File: config.mk
export PLATFORM = sky130hd
export DESIGN_NAME = spics_top
export DESIGN_NICKNAME = d
export VERILOG_FILES = /design/src/hw/spics_pkg.sv /design/src/hw/spics_clkgen.sv /design/src/hw/spics_sync.sv /design/src/hw/spics_top.sv
export VERILOG_INCLUDE_DIRS = /design/src /design/src/hw
export SDC_FILE = /design/constraint.sdc
export NUM_CORES = 1
export LEC_CHECK = 0
export BUFFER_PORTS_ARGS = -buffer_cell sky130_fd_sc_hd__buf_2
export CELL_PAD_IN_SITES_DETAIL_PLACEMENT = 0
export CELL_PAD_IN_SITES_GLOBAL_PLACEMENT = 2
export CORE_MARGIN = 2
export CORE_UTILIZATION = 31
export CTS_CLUSTER_SIZE = 30
export DETAILED_ROUTE_END_ITERATION = 6
export PLACE_DENSITY = 0.85
export SYNTH_ARGS = -nofsm -noshare
export SYNTH_HDL_FRONTEND = slang
export SYNTH_SLANG_ARGS = --single-unit
File: constraint.sdc
create_clock -name mclk -period 4.4 [get_ports mclk]
set_input_delay 0.22 -clock mclk [delete_from_list [all_inputs] [get_ports mclk]]
set_output_delay 0.22 -clock mclk [all_outputs]
set_load 0.05 [all_outputs]
File: src/hw/spics_regs.svh
`ifndef SPICS_REGS_SVH
`define SPICS_REGS_SVH
// ****************
// constants
// ****************
`define SPICS_WORD_BITS       16
`define SPICS_DIV_BITS        8
`define SPICS_CNT_BITS        6
`define SPICS_MODE_NODELAY    2'h2
`define SPICS_MODE_HALFDELAY  2'h3
`define SPICS_DIR_MASTER      4'hC
`define SPICS_DIR_SLAVE       4'h0
`define SPICS_SLAVE_DIV       8'h01
`define SPICS_MASTER_MIN_HALF 12
`define SPICS_SLAVE_MIN_HALF  32
`define SPICS_SLAVE_TRISTATE  3
`define SPICS_CLOCK_OUTPUT_DIVIDE_FACTOR_NONE     2'h0
`endif

File: src/hw/spics_pkg.sv
package spics_pkg;
	// ****************
	// types
	// ****************
	typedef struct packed {
		logic [1:0] clock_stop_mode_field;
		logic       transmit_clock_polarity;
		logic [7:0] clock_divide_value;
		logic       rate_gen_clock_source_select;
		logic       transmit_clock_direction;
		logic       receive_clock_direction;
		logic       transmit_frame_direction;
		logic       receive_frame_direction;
		logic       transmit_frame_polarity;
		logic       receive_frame_polarity;
		logic [1:0] clock_output_divide_factor;
	} spics_cfg_type;

	typedef enum logic [2:0] {
		SPICS_IDLE  = 3'b000,
		SPICS_LEAD  = 3'b001,
		SPICS_SHIFT = 3'b010,
		SPICS_TAIL  = 3'b011,
		SPICS_DONE  = 3'b100
	} spics_state_type;
endpackage

File: src/hw/spics_clkgen.sv
`timescale 1ns/1ps
`default_nettype none
`include "spics_regs.svh"
// phase timer: counts low or high phase of the shift clock in mclk cycles (one mclk = 2H)
module spics_clkgen (
	// clock and reset
	input  wire logic                        mclk,
	input  wire logic                        sys_rst,
	// control
	input  wire logic                        run,
	input  wire logic [`SPICS_DIV_BITS-1:0]  div,
	input  wire logic                        phase_high,
	// result
	output logic                             phase_end
);
	logic [`SPICS_DIV_BITS:0] cnt;
	logic [`SPICS_DIV_BITS:0] len_low;
	logic [`SPICS_DIV_BITS:0] len_high;
	logic [`SPICS_DIV_BITS:0] period;

	// period = (1+div) cycles; odd period split with the extra cycle high
	assign period   = {1'b0, div} + 9'h001;
	assign len_low  = (div == 8'h00) ? 9'h001 : {1'b0, period[8:1]};
	assign len_high = (div == 8'h00) ? 9'h001 : period - {1'b0, period[8:1]};
	assign phase_end = run && (cnt == ((phase_high ? len_high : len_low) - 9'h001));

	always_ff @(posedge mclk) begin
		if (sys_rst || !run || phase_end) begin
			cnt <= 9'h000;
		end else begin
			cnt <= cnt + 9'h001;
		end
	end
endmodule
`default_nettype wire

File: src/hw/spics_sync.sv
`timescale 1ns/1ps
`default_nettype none
// two-stage level synchroniser for pins driven by an external master
module spics_sync (
	// clock and reset
	input  wire logic mclk,
	input  wire logic sys_rst,
	// level
	input  wire logic din,
	output logic      dout
);
	logic meta;

	always_ff @(posedge mclk) begin
		if (sys_rst) begin
			meta <= 1'b0;
			dout <= 1'b0;
		end else begin
			meta <= din;
			dout <= meta;
		end
	end
endmodule
`default_nettype wire

File: src/hw/spics_top.sv
`timescale 1ns/1ps
`default_nettype none
`include "spics_regs.svh"
module spics_top (
	// clock and reset
	input  wire logic                           mclk,
	input  wire logic                           sys_rst,
	// configuration
	input  wire spics_pkg::spics_cfg_type       cfg,
	input  wire logic                           master_mode,
	// word interface
	input  wire logic                           tx_valid,
	input  wire logic [`SPICS_WORD_BITS-1:0]    tx_data,
	output logic                                tx_ready,
	output logic                                rx_valid,
	output logic [`SPICS_WORD_BITS-1:0]         rx_data,
	output logic                                busy,
	output logic                                cfg_error,
	// shift clock pin
	input  wire logic                           shift_clock_pin_in,
	output logic                                shift_clock_pin_out,
	output logic                                shift_clock_pin_oe_n,
	// select pin
	input  wire logic                           slave_select_pin_in,
	output logic                                slave_select_pin_out,
	output logic                                slave_select_pin_oe_n,
	// receive frame pin (slave select copy)
	input  wire logic                           receive_frame_pin,
	// data pins
	output logic                                serial_data_out_pin,
	output logic                                serial_data_out_pin_oe_n,
	input  wire logic                           serial_data_in_pin
);
	import spics_pkg::*;

	// ****************
	// configuration checks
	// ****************
	logic half_delay;
	logic mode_ok;
	logic [3:0] dirs;
	assign half_delay = (cfg.clock_stop_mode_field == `SPICS_MODE_HALFDELAY);
	assign dirs = {cfg.transmit_clock_direction, cfg.transmit_frame_direction,
		cfg.receive_clock_direction, cfg.receive_frame_direction};
	// only idle-low clock-stop modes are supported; others hold the port idle
	assign mode_ok = cfg.clock_stop_mode_field[1] && !cfg.transmit_clock_polarity
		&& cfg.transmit_frame_polarity && cfg.receive_frame_polarity
		&& (cfg.clock_output_divide_factor == `SPICS_CLOCK_OUTPUT_DIVIDE_FACTOR_NONE || 1'b1)
		&& (master_mode ? (dirs == `SPICS_DIR_MASTER
			&& cfg.clock_divide_value >= 8'(`SPICS_MASTER_MIN_HALF / 2 - 1))
		: (dirs == `SPICS_DIR_SLAVE
			&& cfg.rate_gen_clock_source_select
			&& cfg.clock_divide_value == `SPICS_SLAVE_DIV));
	assign cfg_error = !mode_ok;

	// ****************
	// slave pin synchronisers
	// ****************
	logic sclk_s;
	logic ssel_s;
	logic rsel_s;
	spics_sync u_sync_clk (.mclk(mclk), .sys_rst(sys_rst), .din(shift_clock_pin_in), .dout(sclk_s));
	spics_sync u_sync_sel (.mclk(mclk), .sys_rst(sys_rst), .din(slave_select_pin_in), .dout(ssel_s));
	spics_sync u_sync_rfs (.mclk(mclk), .sys_rst(sys_rst), .din(receive_frame_pin), .dout(rsel_s));
	logic sclk_d;
	logic frame_in;
	logic frame_d;
	// select is active low on both frame pins; internal frame is active high
	assign frame_in = !ssel_s && !rsel_s;
	always_ff @(posedge mclk) begin
		if (sys_rst) begin
			sclk_d  <= 1'b0;
			frame_d <= 1'b0;
		end else begin
			sclk_d  <= sclk_s;
			frame_d <= frame_in;
		end
	end
	logic s_rise;
	logic s_fall;
	assign s_rise = sclk_s && !sclk_d;
	assign s_fall = !sclk_s && sclk_d;

	// ****************
	// master sequencer
	// ****************
	spics_state_type state;
	spics_state_type next_state;
	logic phase_high;
	logic phase_end;
	logic [`SPICS_CNT_BITS-1:0] edges;
	logic lead_high;
	spics_clkgen u_clkgen (
		.mclk      (mclk),
		.sys_rst   (sys_rst),
		.run       (state != SPICS_IDLE && state != SPICS_DONE),
		.div       (cfg.clock_divide_value),
		.phase_high(phase_high),
		.phase_end (phase_end)
	);

	always_comb begin
		next_state = state;
		case (state)
			SPICS_IDLE: begin
				if (master_mode && mode_ok && tx_valid) begin
					next_state = SPICS_LEAD;
				end
			end
			SPICS_LEAD: begin
				// no-delay: one low phase; half-delay: low then high phase
				if (phase_end && (!half_delay || lead_high)) begin
					next_state = SPICS_SHIFT;
				end
			end
			SPICS_SHIFT: begin
				if (phase_end && phase_high && edges == 6'(`SPICS_WORD_BITS - 1)) begin
					next_state = SPICS_TAIL;
				end
			end
			SPICS_TAIL: begin
				// no-delay holds a full period, half-delay one low phase
				if (phase_end && (half_delay || phase_high)) begin
					next_state = SPICS_DONE;
				end
			end
			default: begin
				next_state = SPICS_IDLE;
			end
		endcase
	end

	always_ff @(posedge mclk) begin
		if (sys_rst) begin
			state <= SPICS_IDLE;
		end else begin
			state <= next_state;
		end
	end

	always_ff @(posedge mclk) begin
		if (sys_rst || state == SPICS_IDLE) begin
			phase_high <= 1'b0;
			lead_high  <= 1'b0;
			edges      <= 6'h00;
		end else if (phase_end) begin
			phase_high <= !phase_high;
			if (state == SPICS_LEAD) begin
				// the lead supplies the low phase before the first rise, so shifting opens high
				lead_high  <= 1'b1;
				phase_high <= 1'b1;
			end
			if (state == SPICS_SHIFT && phase_high) begin
				edges <= edges + 6'h01;
			end
			if (state == SPICS_SHIFT && next_state == SPICS_TAIL) begin
				phase_high <= 1'b0;
			end
		end
	end

	// shift clock toggles only inside the bit phase of a master frame
	logic m_clk;
	logic m_rise;
	logic m_fall;
	assign m_clk  = (state == SPICS_SHIFT) && phase_high;
	assign m_rise = phase_end && (((state == SPICS_SHIFT) && !phase_high)
		|| (state == SPICS_LEAD && next_state == SPICS_SHIFT));
	assign m_fall = (state == SPICS_SHIFT) && phase_end && phase_high;

	// ****************
	// shift register, common to both roles
	// ****************
	logic active;
	logic drv_edge;
	logic smp_edge;
	logic [`SPICS_WORD_BITS-1:0] tx_sh;
	logic [`SPICS_WORD_BITS-1:0] rx_sh;
	logic [`SPICS_CNT_BITS-1:0] bits;
	logic drive_en;
	logic load;
	assign active = master_mode ? (state != SPICS_IDLE && state != SPICS_DONE) : (frame_d && mode_ok);
	// edge roles swap between the two delay modes
	assign drv_edge = master_mode ? (half_delay ? m_fall : m_rise)
		: (half_delay ? s_fall : s_rise);
	assign smp_edge = master_mode ? (half_delay ? m_rise : m_fall)
		: (half_delay ? s_rise : s_fall);
	assign load = master_mode ? (state == SPICS_IDLE && next_state == SPICS_LEAD)
		: (frame_in && !frame_d && mode_ok);
	assign tx_ready = master_mode ? (state == SPICS_IDLE && mode_ok) : !frame_d;
	assign busy = active;

	always_ff @(posedge mclk) begin
		if (sys_rst) begin
			tx_sh <= '0;
		end else if (load) begin
			tx_sh <= tx_valid ? tx_data : '0;
		end else if (drv_edge && (half_delay || bits != 6'h00)) begin
			// first bit is presented at select in no-delay; shift after each later drive edge
			tx_sh <= {tx_sh[`SPICS_WORD_BITS-2:0], 1'b0};
		end
	end

	always_ff @(posedge mclk) begin
		if (sys_rst || load) begin
			bits <= 6'h00;
		end else if (smp_edge && active) begin
			bits <= bits + 6'h01;
		end
	end

	always_ff @(posedge mclk) begin
		if (sys_rst) begin
			rx_sh    <= '0;
			rx_data  <= '0;
			rx_valid <= 1'b0;
		end else begin
			rx_valid <= 1'b0;
			if (smp_edge && active) begin
				rx_sh <= {rx_sh[`SPICS_WORD_BITS-2:0], serial_data_in_pin};
				if (bits == 6'(`SPICS_WORD_BITS - 1)) begin
					rx_data  <= {rx_sh[`SPICS_WORD_BITS-2:0], serial_data_in_pin};
					rx_valid <= 1'b1;
				end
			end
		end
	end

	// data driver: half-delay presents first bit after the lead low phase,
	// no-delay from select; master floats at the tail high phase in no-delay, after the tail in half-delay; slave at select release
	always_ff @(posedge mclk) begin
		if (sys_rst) begin
			drive_en <= 1'b0;
		end else if (master_mode) begin
			drive_en <= (state == SPICS_LEAD && (!half_delay || lead_high))
				|| state == SPICS_SHIFT
				|| (state == SPICS_TAIL && !phase_high);
		end else begin
			drive_en <= frame_in && mode_ok;
		end
	end

	// ****************
	// pins
	// ****************
	always_ff @(posedge mclk) begin
		if (sys_rst) begin
			shift_clock_pin_out  <= 1'b0;
			slave_select_pin_out <= 1'b1;
			serial_data_out_pin  <= 1'b0;
		end else begin
			shift_clock_pin_out  <= master_mode && m_clk;
			slave_select_pin_out <= !(master_mode && active);
			serial_data_out_pin  <= tx_sh[`SPICS_WORD_BITS-1];
		end
	end
	assign shift_clock_pin_oe_n     = !master_mode;
	assign slave_select_pin_oe_n    = !master_mode;
	assign serial_data_out_pin_oe_n = !drive_en;
endmodule
`default_nettype wire

After elaboration in Yosys (flattened, before gate mapping) --
Index checks and enable logic that the tools add are counted. Widths: inputs -> output; s select.
Word-level totals: word-level logic and storage cells 138, bits of input ports 44, register bits 86
Operators by class: bitwise gates (word level) 1, magnitude comparators 1, multiplexer cells 25, equality and inequality tests 13, reductions and logical operators 70, add/subtract/negate cells 6
Operators by type and width (count):
- $mux 16 | 3
- $logic_and 1x1->1 | 37
- $mux 9 | 2
- $mux 1 | 14
- $logic_not 1->1 | 13
- $add 6x1->6 const B | 2
- $eq 3x2->1 const B | 4
- $eq 6x4->1 const B | 2
- $mux 3 | 4
- $pmux 3 s4 | 1
- $logic_or 1x1->1 | 10
- $add 8x1->9 const B | 1
- $add 9x1->9 const B | 1
- $eq 9x9->1 | 1
- $sub 9x1->9 const B | 1
- $sub 9x8->9 | 1
- $eq 8x1->1 const B | 1
- $ge 8x3->1 const B | 1
- $logic_not 8->1 | 1
- $mux 8 | 1
- $eq 3x1->1 const B | 2
- $reduce_and 2->1 | 3
- $reduce_bool 6->1 | 1
- $eq 4x4->1 const B | 1
- 8 further kinds | 8

Depth between registers and ports, before layout --
Gate-level depths: netlist of the first run.
word-level depth 20, gate-level depth with buffers 20, gate-level depth less buffers 16

Cells and area by module --
From an unflattened synthesis of the first run, not the netlist that was laid out.
Unflattened totals: cells, all modules 587, area total of the unflattened synthesis 4897.2 um^2
By module, submodules not included:
- spics_top | area an instance 3215.6 um^2, seq. area each 1421.4 um^2, times used 1, cells an instance 364
- spics_clkgen | area an instance 1524.0 um^2, seq. area each 180.2 um^2, times used 1, cells an instance 211
- spics_sync | area an instance 52.6 um^2, seq. area each 40.0 um^2, times used 3, cells an instance 4

Least setup slack after synthesis of the first run --
Ideal clock, no wire load.
kind input port to flip-flop, start in cfg[10] (netlist bit), end reg tx_sh[12], required time 4.272 ns, stages 18, data arrival time 4.195 ns, slack 0.077 ns, path through clkbuf_1 -> inv_1 -> ha_1 -> fa_1 -> clkbuf_1 -> o211a_1 -> a21oi_1 -> o2111ai_1 -> a21oi_1 -> o211ai_1 -> a32o_1 -> o311a_1 -> a2111oi_2 -> nand4_1 -> a21oi_4 -> buf_6 -> mux2i_1 -> o21ai_1
Between the ends: longest elaborated chain between the ends 19, elaborated cells on any way between the ends 41
Ends and longest elaborated chain:
- from (decl) | line spics_top.sv:9 | input wire spics_pkg::spics_cfg_type cfg,
- $add 8x1->9 | line spics_clkgen.sv:22 | assign period = {1'b0, div} + 9'h001;
- $sub 9x8->9 | line spics_clkgen.sv:24 | assign len_high = (div == 8'h00) ? 9'h001 : period - {1'b0, period[8:1]};
- $mux 9 | line spics_clkgen.sv:24
- $mux 9 | line spics_clkgen.sv:25 | assign phase_end = run && (cnt == ((phase_high ? len_high : len_low) - 9'h001));
- $sub 9x1->9 | line spics_clkgen.sv:25
- $eq 9x9->1 | line spics_clkgen.sv:25
- $logic_and 1x1->1 | line spics_clkgen.sv:25
- $logic_and 1x1->1 (2 in series) | line spics_top.sv:117 | if (phase_end && phase_high && edges == 6'(`SPICS_WORD_BITS - 1)) begin
- $mux 3 | line spics_top.sv:117
- $pmux 3 s4 | line spics_top.sv:104 | case (state)
- $eq 3x2->1 | line spics_top.sv:168 | || (state == SPICS_LEAD && next_state == SPICS_SHIFT));
- $logic_and 1x1->1 | line spics_top.sv:168
- $logic_or 1x1->1 | line spics_top.sv:168
- $logic_and 1x1->1 | line spics_top.sv:167 | assign m_rise = phase_end && (((state == SPICS_SHIFT) && !phase_high)
- $mux 1 (2 in series) | line spics_top.sv:184 | assign drv_edge = master_mode ? (half_delay ? m_fall : m_rise)
- $logic_and 1x1->1 | line spics_top.sv:198 | end else if (drv_edge && (half_delay || bits != 6'h00)) begin
- $reduce_bool 2->1 (no source line)
- to (signal assigned) | line spics_top.sv:197 | tx_sh <= tx_valid ? tx_data : '0;
- to (signal assigned) | line spics_top.sv:200 | tx_sh <= {tx_sh[`SPICS_WORD_BITS-2:0], 1'b0};
- to (decl) | line spics_top.sv:177 | logic [`SPICS_WORD_BITS-1:0] tx_sh;
Several ways; a longest one is shown, not always the timed one. A chain may end at the register's enable or synchronous reset.

Worst setup path in the final report of the first run --
start in cfg[9] (netlist bit), end reg bits[2]
Between the ends: longest elaborated chain between the ends 18, elaborated cells on any way between the ends 42
Ends and longest elaborated chain:
- $add 8x1->9 | line spics_clkgen.sv:22
- $sub 9x8->9 | line spics_clkgen.sv:24
- $mux 9 | line spics_clkgen.sv:24
- $mux 9 | line spics_clkgen.sv:25
- $sub 9x1->9 | line spics_clkgen.sv:25
- $eq 9x9->1 | line spics_clkgen.sv:25
- $logic_and 1x1->1 | line spics_clkgen.sv:25
- $logic_and 1x1->1 (2 in series) | line spics_top.sv:117
- $mux 3 | line spics_top.sv:117
- $pmux 3 s4 | line spics_top.sv:104
- $eq 3x2->1 | line spics_top.sv:168
- $logic_and 1x1->1 | line spics_top.sv:168
- $logic_or 1x1->1 | line spics_top.sv:168
- $logic_and 1x1->1 | line spics_top.sv:167
- $mux 1 (2 in series) | line spics_top.sv:186 | assign smp_edge = master_mode ? (half_delay ? m_rise : m_fall)
- $logic_and 1x1->1 | line spics_top.sv:207 | end else if (smp_edge && active) begin
- to (signal assigned) | line spics_top.sv:208 | bits <= bits + 6'h01;
- to (decl) | line spics_top.sv:179 | logic [`SPICS_CNT_BITS-1:0] bits;
Several ways; a longest one is shown, not always the timed one.

==> impl_metrics.ini, run 1 <==
[clock_tree]
path_clk_slew_ns = 0.07
max-clock-path-buffers = 2
clock_sinks = 86
clock_latency_ns = 0.34
htreeDepth = 3
cts-root-buf = clkbuf_16
cts_tree = done
cts_buffers = 9

[sta]
rsz0062_at_grt = no
finalHoldViolCount = 0
fin_crit_sh = 0.9249
setup_violations = 0
period_needed_ns = 4.069
worst_pin_slew_ns = 0.9156
clock.fmax_mhz = 245.7
worst_clock_skew_ns = 0.01234
maxSlewViolCount = 0
relSlewSlack = 0.3896

[place]
dp_hpwl_um = 9894
io_buffers = 67
placedInstanceArea_um2 = 5952
gp_congestion = 0.7936
placedCellCount = 941

[synth]
synth_edf_count = 0
synthArstFlopShare = 0
syn_nets = 719
synth_area_um2 = 5240
yosys_register_bits = 86
synth_cell_type_count = 75
yosysSeqAreaShare = 0.3286
synthCells = 661
synth_ff_type = dfxtp_1
ys_warn_count = 0
avgSynthCellArea_um2 = 7.927

[worst_setup_path]
crit_family = compound AO/OA/AOI/OAI gates
max_stage_delay_ns = 0.46
crit_type = in -> reg
cpMostUsedCell = a21oi_1
cp.required_ns = 4.66
path_buf_inv = 4
start_kind = input port
end_kind = register
cp_slowest_cell = fa_1
path_cells = buf_2 -> ha_1 -> xor2_2 -> inv_2 -> fa_1 -> o211a_1 -> a21oi_1 -> o2111ai_1 -> a21oi_1 -> o211ai_1 -> a32o_1 -> o311a_1 -> a2111oi_2 -> buf_4 -> nand2_4 -> o31a_1 -> buf_4 -> or3_1 -> a21oi_1
worstPathArrival_ns = 4.33
r2r_start = phase_high
cp_max_fo = 6
crit_start = cfg[9]

[die]
dieArea_um2 = 17960
die_w_um = 134.0
rows = 47
die_y_um = 134.0
initial_utilization = 0.3171
ioPinCount = 70
core-area_um2 = 16520

[route]
drt_wl_total_um = 13170
vias_per_cell = 5.114
route.detailed.drc = 0
ant_nets = 0
dr.pass1.iters = 4
wl_per_cell_um = 13.75
drt_iter0_drc = 309
vias = 4899

[power]
p_switching_mw = 0.4701
p_leak_nw = 2.322
power.share.clock = 0.428
p_seq_frac = 0.434
intPower_mw = 1.335
max-vdd-ir-drop_mv = 0.1852
p_comb_frac = 0.137
p_per_area_nw_per_um2 = 287.6
swShare = 0.2604

[cells_and_area]
final_net_count = 791
final_common_cell = dfxtp_1
final_cell_mix = dfxtp_1, nand2_1, buf_2
nFillCells = 1696
drive_above_1_share = 0.1951
n_antenna_cell = 0
flow.area_growth_from_synthesis_pct = 19.82
design_area_um2 = 6279
layout.cells.non_filler = 958

[global_routing]
grt_usage = 0.1481
first_global_vias = 4861
grt_first_pass_wirelength_um = 22290
grt_max_degree = 52
grt_overflow_total = 0
antenna_found_initial = 0

[run_status]
status = finished clean

[hold_path]
hp-class = in -> reg
hold_path_startpoint = tx_data[3]

[flow_run]
cap_violations = 0
==> layout make-up <==
type                            count  area (um2)  area share
Multi-Input combinational cell    505        3229      0.5143
Sequential cell                    86        1722      0.2742
Timing Repair Buffer              103       643.1      0.1024
Tap cell                          220       275.3     0.04384
Clock buffer                       10       229.0     0.03647
Inverter                           28       105.1     0.01674
Clock inverter                      6       75.07     0.01196
==> per-stage QoR <==
stage | hold WS, ns | utilization | setup TNS [ns] | worst slack, ns | total power [mW]
after floorplan | 0.3285 | - | 0 | 0.07711 | 0.9646
after global placement | 0.4038 | 0.3602 | 0 | 0.06022 | 1.044
after detailed placement | 0.4184 | 0.3602 | -0.03316 | -0.03128 | 1.048
after CTS | 0.08553 | 0.3786 | 0 | 0.3053 | 1.824
after global routing | 0.09060 | 0.3800 | 0 | 0.01287 | 1.892
final | 0.08849 | 0.3800 | 0 | 0.3306 | 1.805
==> per-layer routing <==
layer | track usage | share of wire
met4 | 0.04035 | 0.019
met5 | 0 | 0
met1 | 0.1732 | 0.44
met3 | 0.02457 | 0.024
met2 | 0.2781 | 0.52
==> tightest hold or removal path: stages <==
cell	delay (ns)
buf_2	0.08
nand2_1	0.04
o21ai_1	0.05
==> power by group through the flow <==
| stage | combinational (mW) | clock (mW) | sequential (mW) |
|---|---|---|---|
| finish | 0.248 | 0.773 | 0.784 |
| global route | 0.277 | 0.831 | 0.784 |
| floorplan | 0.163 | 0 | 0.801 |
| global placement | 0.242 | 0 | 0.802 |
| detailed placement | 0.246 | 0 | 0.802 |
| CTS | 0.248 | 0.793 | 0.784 |
==> final timing paths <==
check        endpoint  slack, ns  depth (start not counted)
max           bits[2]       0.33                         19
min reg2reg   frame_d       0.42                          1
min          tx_sh[3]       0.09                          3
max reg2reg   bits[2]       0.89                         14
==> cells by family after synthesis <==
| logic type | share of synthesized area |
|---|---|
| AND/OR/NAND/NOR | 0.2636 |
| AO/OA/AOI/OAI | 0.2135 |
| flip-flops | 0.3286 |
| buffers and inverters | 0.05802 |
| XOR/XNOR | 0.05516 |
| multiplexers | 0.04632 |
| adder cells (fa/ha/maj) | 0.03486 |
==> state kept, by name, summed over array words and instances, names as in the netlist, 3 cells and up <==
signal        count
u_clkgen.cnt      9
edges             6
rx_sh            15
bits              6
rx_data          16
tx_sh            16
state             3
==> cells in the mapped netlist (all sizes together) (3+ instances only) <==
cell	count	share of area
dfxtp	86	0.33
nand2	81	0.059
a21oi	57	0.057
o21ai	51	0.049
nor2	36	0.026
nand3	35	0.034
inv	27	0.019
clkbuf	26	0.019
mux2i	22	0.042
nor3	17	0.017
buf	16	0.019
nor2b	14	0.017
or3	14	0.017
xnor2	14	0.025
ha	13	0.031
xor2	13	0.022
and3	12	0.014
nand4	11	0.013
nand2b	10	0.012
and2	9	0.011
a31oi	7	0.0096
o31ai	7	0.013
nor4	6	0.0072
a31o	5	0.0084
and4	5	0.0084
o211ai	5	0.0072
nand3b	4	0.0057
o21bai	4	0.0057
or2	4	0.0048
a2111oi	3	0.011
a311oi	3	0.0050
o2111ai	3	0.0050
==> repair_timing <==
action                                  4_1_cts  5_1_grt
hold buffers                                  0        0
endpoints found under the setup margin        0        1
gates resized for setup                       0        2
setup buffers                                 0        1
Power figures use the tool's default switching activity.
==> run 2, diff against run 1 <==
PLACE_DENSITY = unset   (was 0.85)
PLACE_DENSITY_LB_ADDON = 0.08   (was unset)
SETUP_SLACK_MARGIN = 0.05   (was unset)
==> run 2 against run 1 <==
Utilization rose by 0.48 points; register-to-register slack improved by 0.04 ns; critical path type unchanged; clock power rose by 10%; non-clock buffer count rose by 6; via count fell by 1.3%; combinational power rose by 3%.
==> impl_metrics.ini, run 2 (synthesis gave the netlist of run 1 again) <==
[run_status]
status = finished clean

[place]
gp_congestion = 0.7752
placedCellCount = 948
io_buffers = 67
dp_hpwl_um = 10310

[worst_setup_path]
rr_endpoint = rx_data[4]
cpMostUsedCell = a21oi_1
ff2ff_path_depth = 14
crit_family = compound AO/OA/AOI/OAI gates
reg2reg_slack_ns = 0.93
path_buf_inv = 4
crit_path_end = rx_data[4]
end_kind = register
cp_max_fo = 33
worstPathArrival_ns = 4.20
cp_slowest_cell = fa_1
crit_start = cfg[9]
cp.required_ns = 4.59
path_cells = buf_2 -> ha_1 -> xor2_1 -> inv_2 -> fa_1 -> o211a_1 -> a21oi_1 -> o2111ai_1 -> a21oi_1 -> o211ai_1 -> a32o_1 -> o311a_1 -> a2111oi_2 -> buf_4 -> nand2_4 -> o31a_1 -> buf_12 -> o21ai_0 -> a21oi_1
path_depth = 19
crit_type = in -> reg
start_kind = input port
max_stage_delay_ns = 0.49
r2r_start = phase_high

[power]
p_total_mw = 1.889
max-vdd-ir-drop_mv = 0.1642
p_leak_nw = 2.372
p_per_area_nw_per_um2 = 297.1

[cells_and_area]
layout.cells.non_filler = 964
reg_top3 = rx_data x16, tx_sh x16, rx_sh x15
final_net_count = 797
drive_above_1_share = 0.2003
final_cell_mix = dfxtp_1, nand2_1, buf_2
n_antenna_cell = 0
flow.area_growth_from_synthesis_pct = 21.32
nFillCells = 1729
final_common_cell = dfxtp_1

[die]
die_y_um = 134.0
dieArea_um2 = 17960
rows = 47
ioPinCount = 70
die_w_um = 134.0
initial_utilization = 0.3171
core-area_um2 = 16520

[clock_tree]
clock_latency_ns = 0.34
ctsHoldBuffers = 0
htreeDepth = 3
clock_sinks = 86
cts_buffers = 9
cts-root-buf = clkbuf_16
max-clock-path-buffers = 2
path_clk_slew_ns = 0.06
cts_tree = done

[route]
dr.pass1.iters = 4
vias_per_cell = 5.017
ant_nets = 0
vias = 4836
drt_iter0_drc = 227
drt_wl_total_um = 13750
wl_per_cell_um = 14.26
route.detailed.drc = 0

[sta]
finalHoldViolCount = 0
worst_clock_skew_ns = 0.006762
relSlewSlack = 0.3946
worst_pin_slew_ns = 0.9081
period_needed_ns = 4.016
fin_crit_sh = 0.9126
clock.fmax_mhz = 249.0
rsz0062_at_grt = no
setup_violations = 0
maxSlewViolCount = 0

[global_routing]
grt_max_degree = 52
grt_first_pass_wirelength_um = 22720
antenna_found_initial = 0
grt_usage = 0.1556
grt_overflow_total = 0
globalRouteMet2Util = 0.2795
first_global_vias = 4605
use_met3 = 0.02608
grt_use_met1 = 0.1869
top_usage_layer = met2

[hold_path]
hold_depth = 3
hp-class = in -> reg

[flow_run]
cap_violations = 0
-- run 2: cell types whose count changed in the layout (fill, tap and decap cells not counted), sizes merged --
cell / before / now
clkinv: 1 / 2
clkbuf: 10 / 12
bufinv: 1 / 2
clkinvlp: 1 / 0
inv: 31 / 28
buf: 103 / 109
-- run 2: cell type report --
type,count,area (um2),share of cell area
clock inverters,4,77.57,0.01220
repair buffers,109,700.7,0.1102
clock buffers,12,256.5,0.04035
multi-input cells,505,3221,0.5066
flip-flops and latches,86,1722,0.2708
inverters,28,105.1,0.01653
well taps,220,275.3,0.04330
-- run 2: report_power, final --
group	total, mW	internal, mW	switching (mW)
Combinational	0.255	0.107	0.148
Clock	0.850	0.532	0.318
Sequential	0.784	0.782	0.00192
-- run 2: worst min-delay path, delay by kind of cell --
| family | cells | cell delay, ns |
|---|---|---|
| buffers and inverters | 1 | 0.07 |
| AOI/OAI and AO/OA | 1 | 0.05 |
| and+or+nand+nor | 1 | 0.04 |
-- run 2: what timing repair did --
action                     4_1_cts  5_1_grt
setup endpoints to repair        0        8
buffers inserted                 0        0
gates resized for setup          0        1
-- run 2: stage by stage --
| stage | worst slack [ns] | TNS [ns] | hold WS [ns] | util | area [um2] |
|---|---|---|---|---|---|
| 3_3_place_gp | -0.03240 | -0.7149 | 0.4208 | 0.3641 | 6017 |
| 6_report | 0.3845 | 0 | 0.07192 | 0.3847 | 6357 |
| 5_1_grt | 0.05577 | 0 | 0.07570 | 0.3847 | 6357 |
| 2_1_floorplan | 0.07711 | 0 | 0.3285 | - | 5240 |
| 4_1_cts | 0.3188 | 0 | 0.06203 | 0.3843 | 6351 |
| 3_5_place_dp | -0.01834 | -0.05495 | 0.4104 | 0.3641 | 6017 |
-- run 2: how the worst min path moves through the flow --
stage / to / from
final: tx_sh[11] / tx_data[11]
after global routing: tx_sh[5] / tx_data[5]
after CTS: tx_sh[14] / tx_data[14]
after detailed placement: frame_d / u_sync_sel.dout
after global placement: tx_sh[13] / tx_data[13]
after floorplan: tx_sh[0] / tx_data[0]
-- run 2: layer usage --
metal	routed length (um)	vias up
met5	0	-
met4	348	0
met3	403	17
met2	6945	75
met1	6049	2215
li1	-	2529
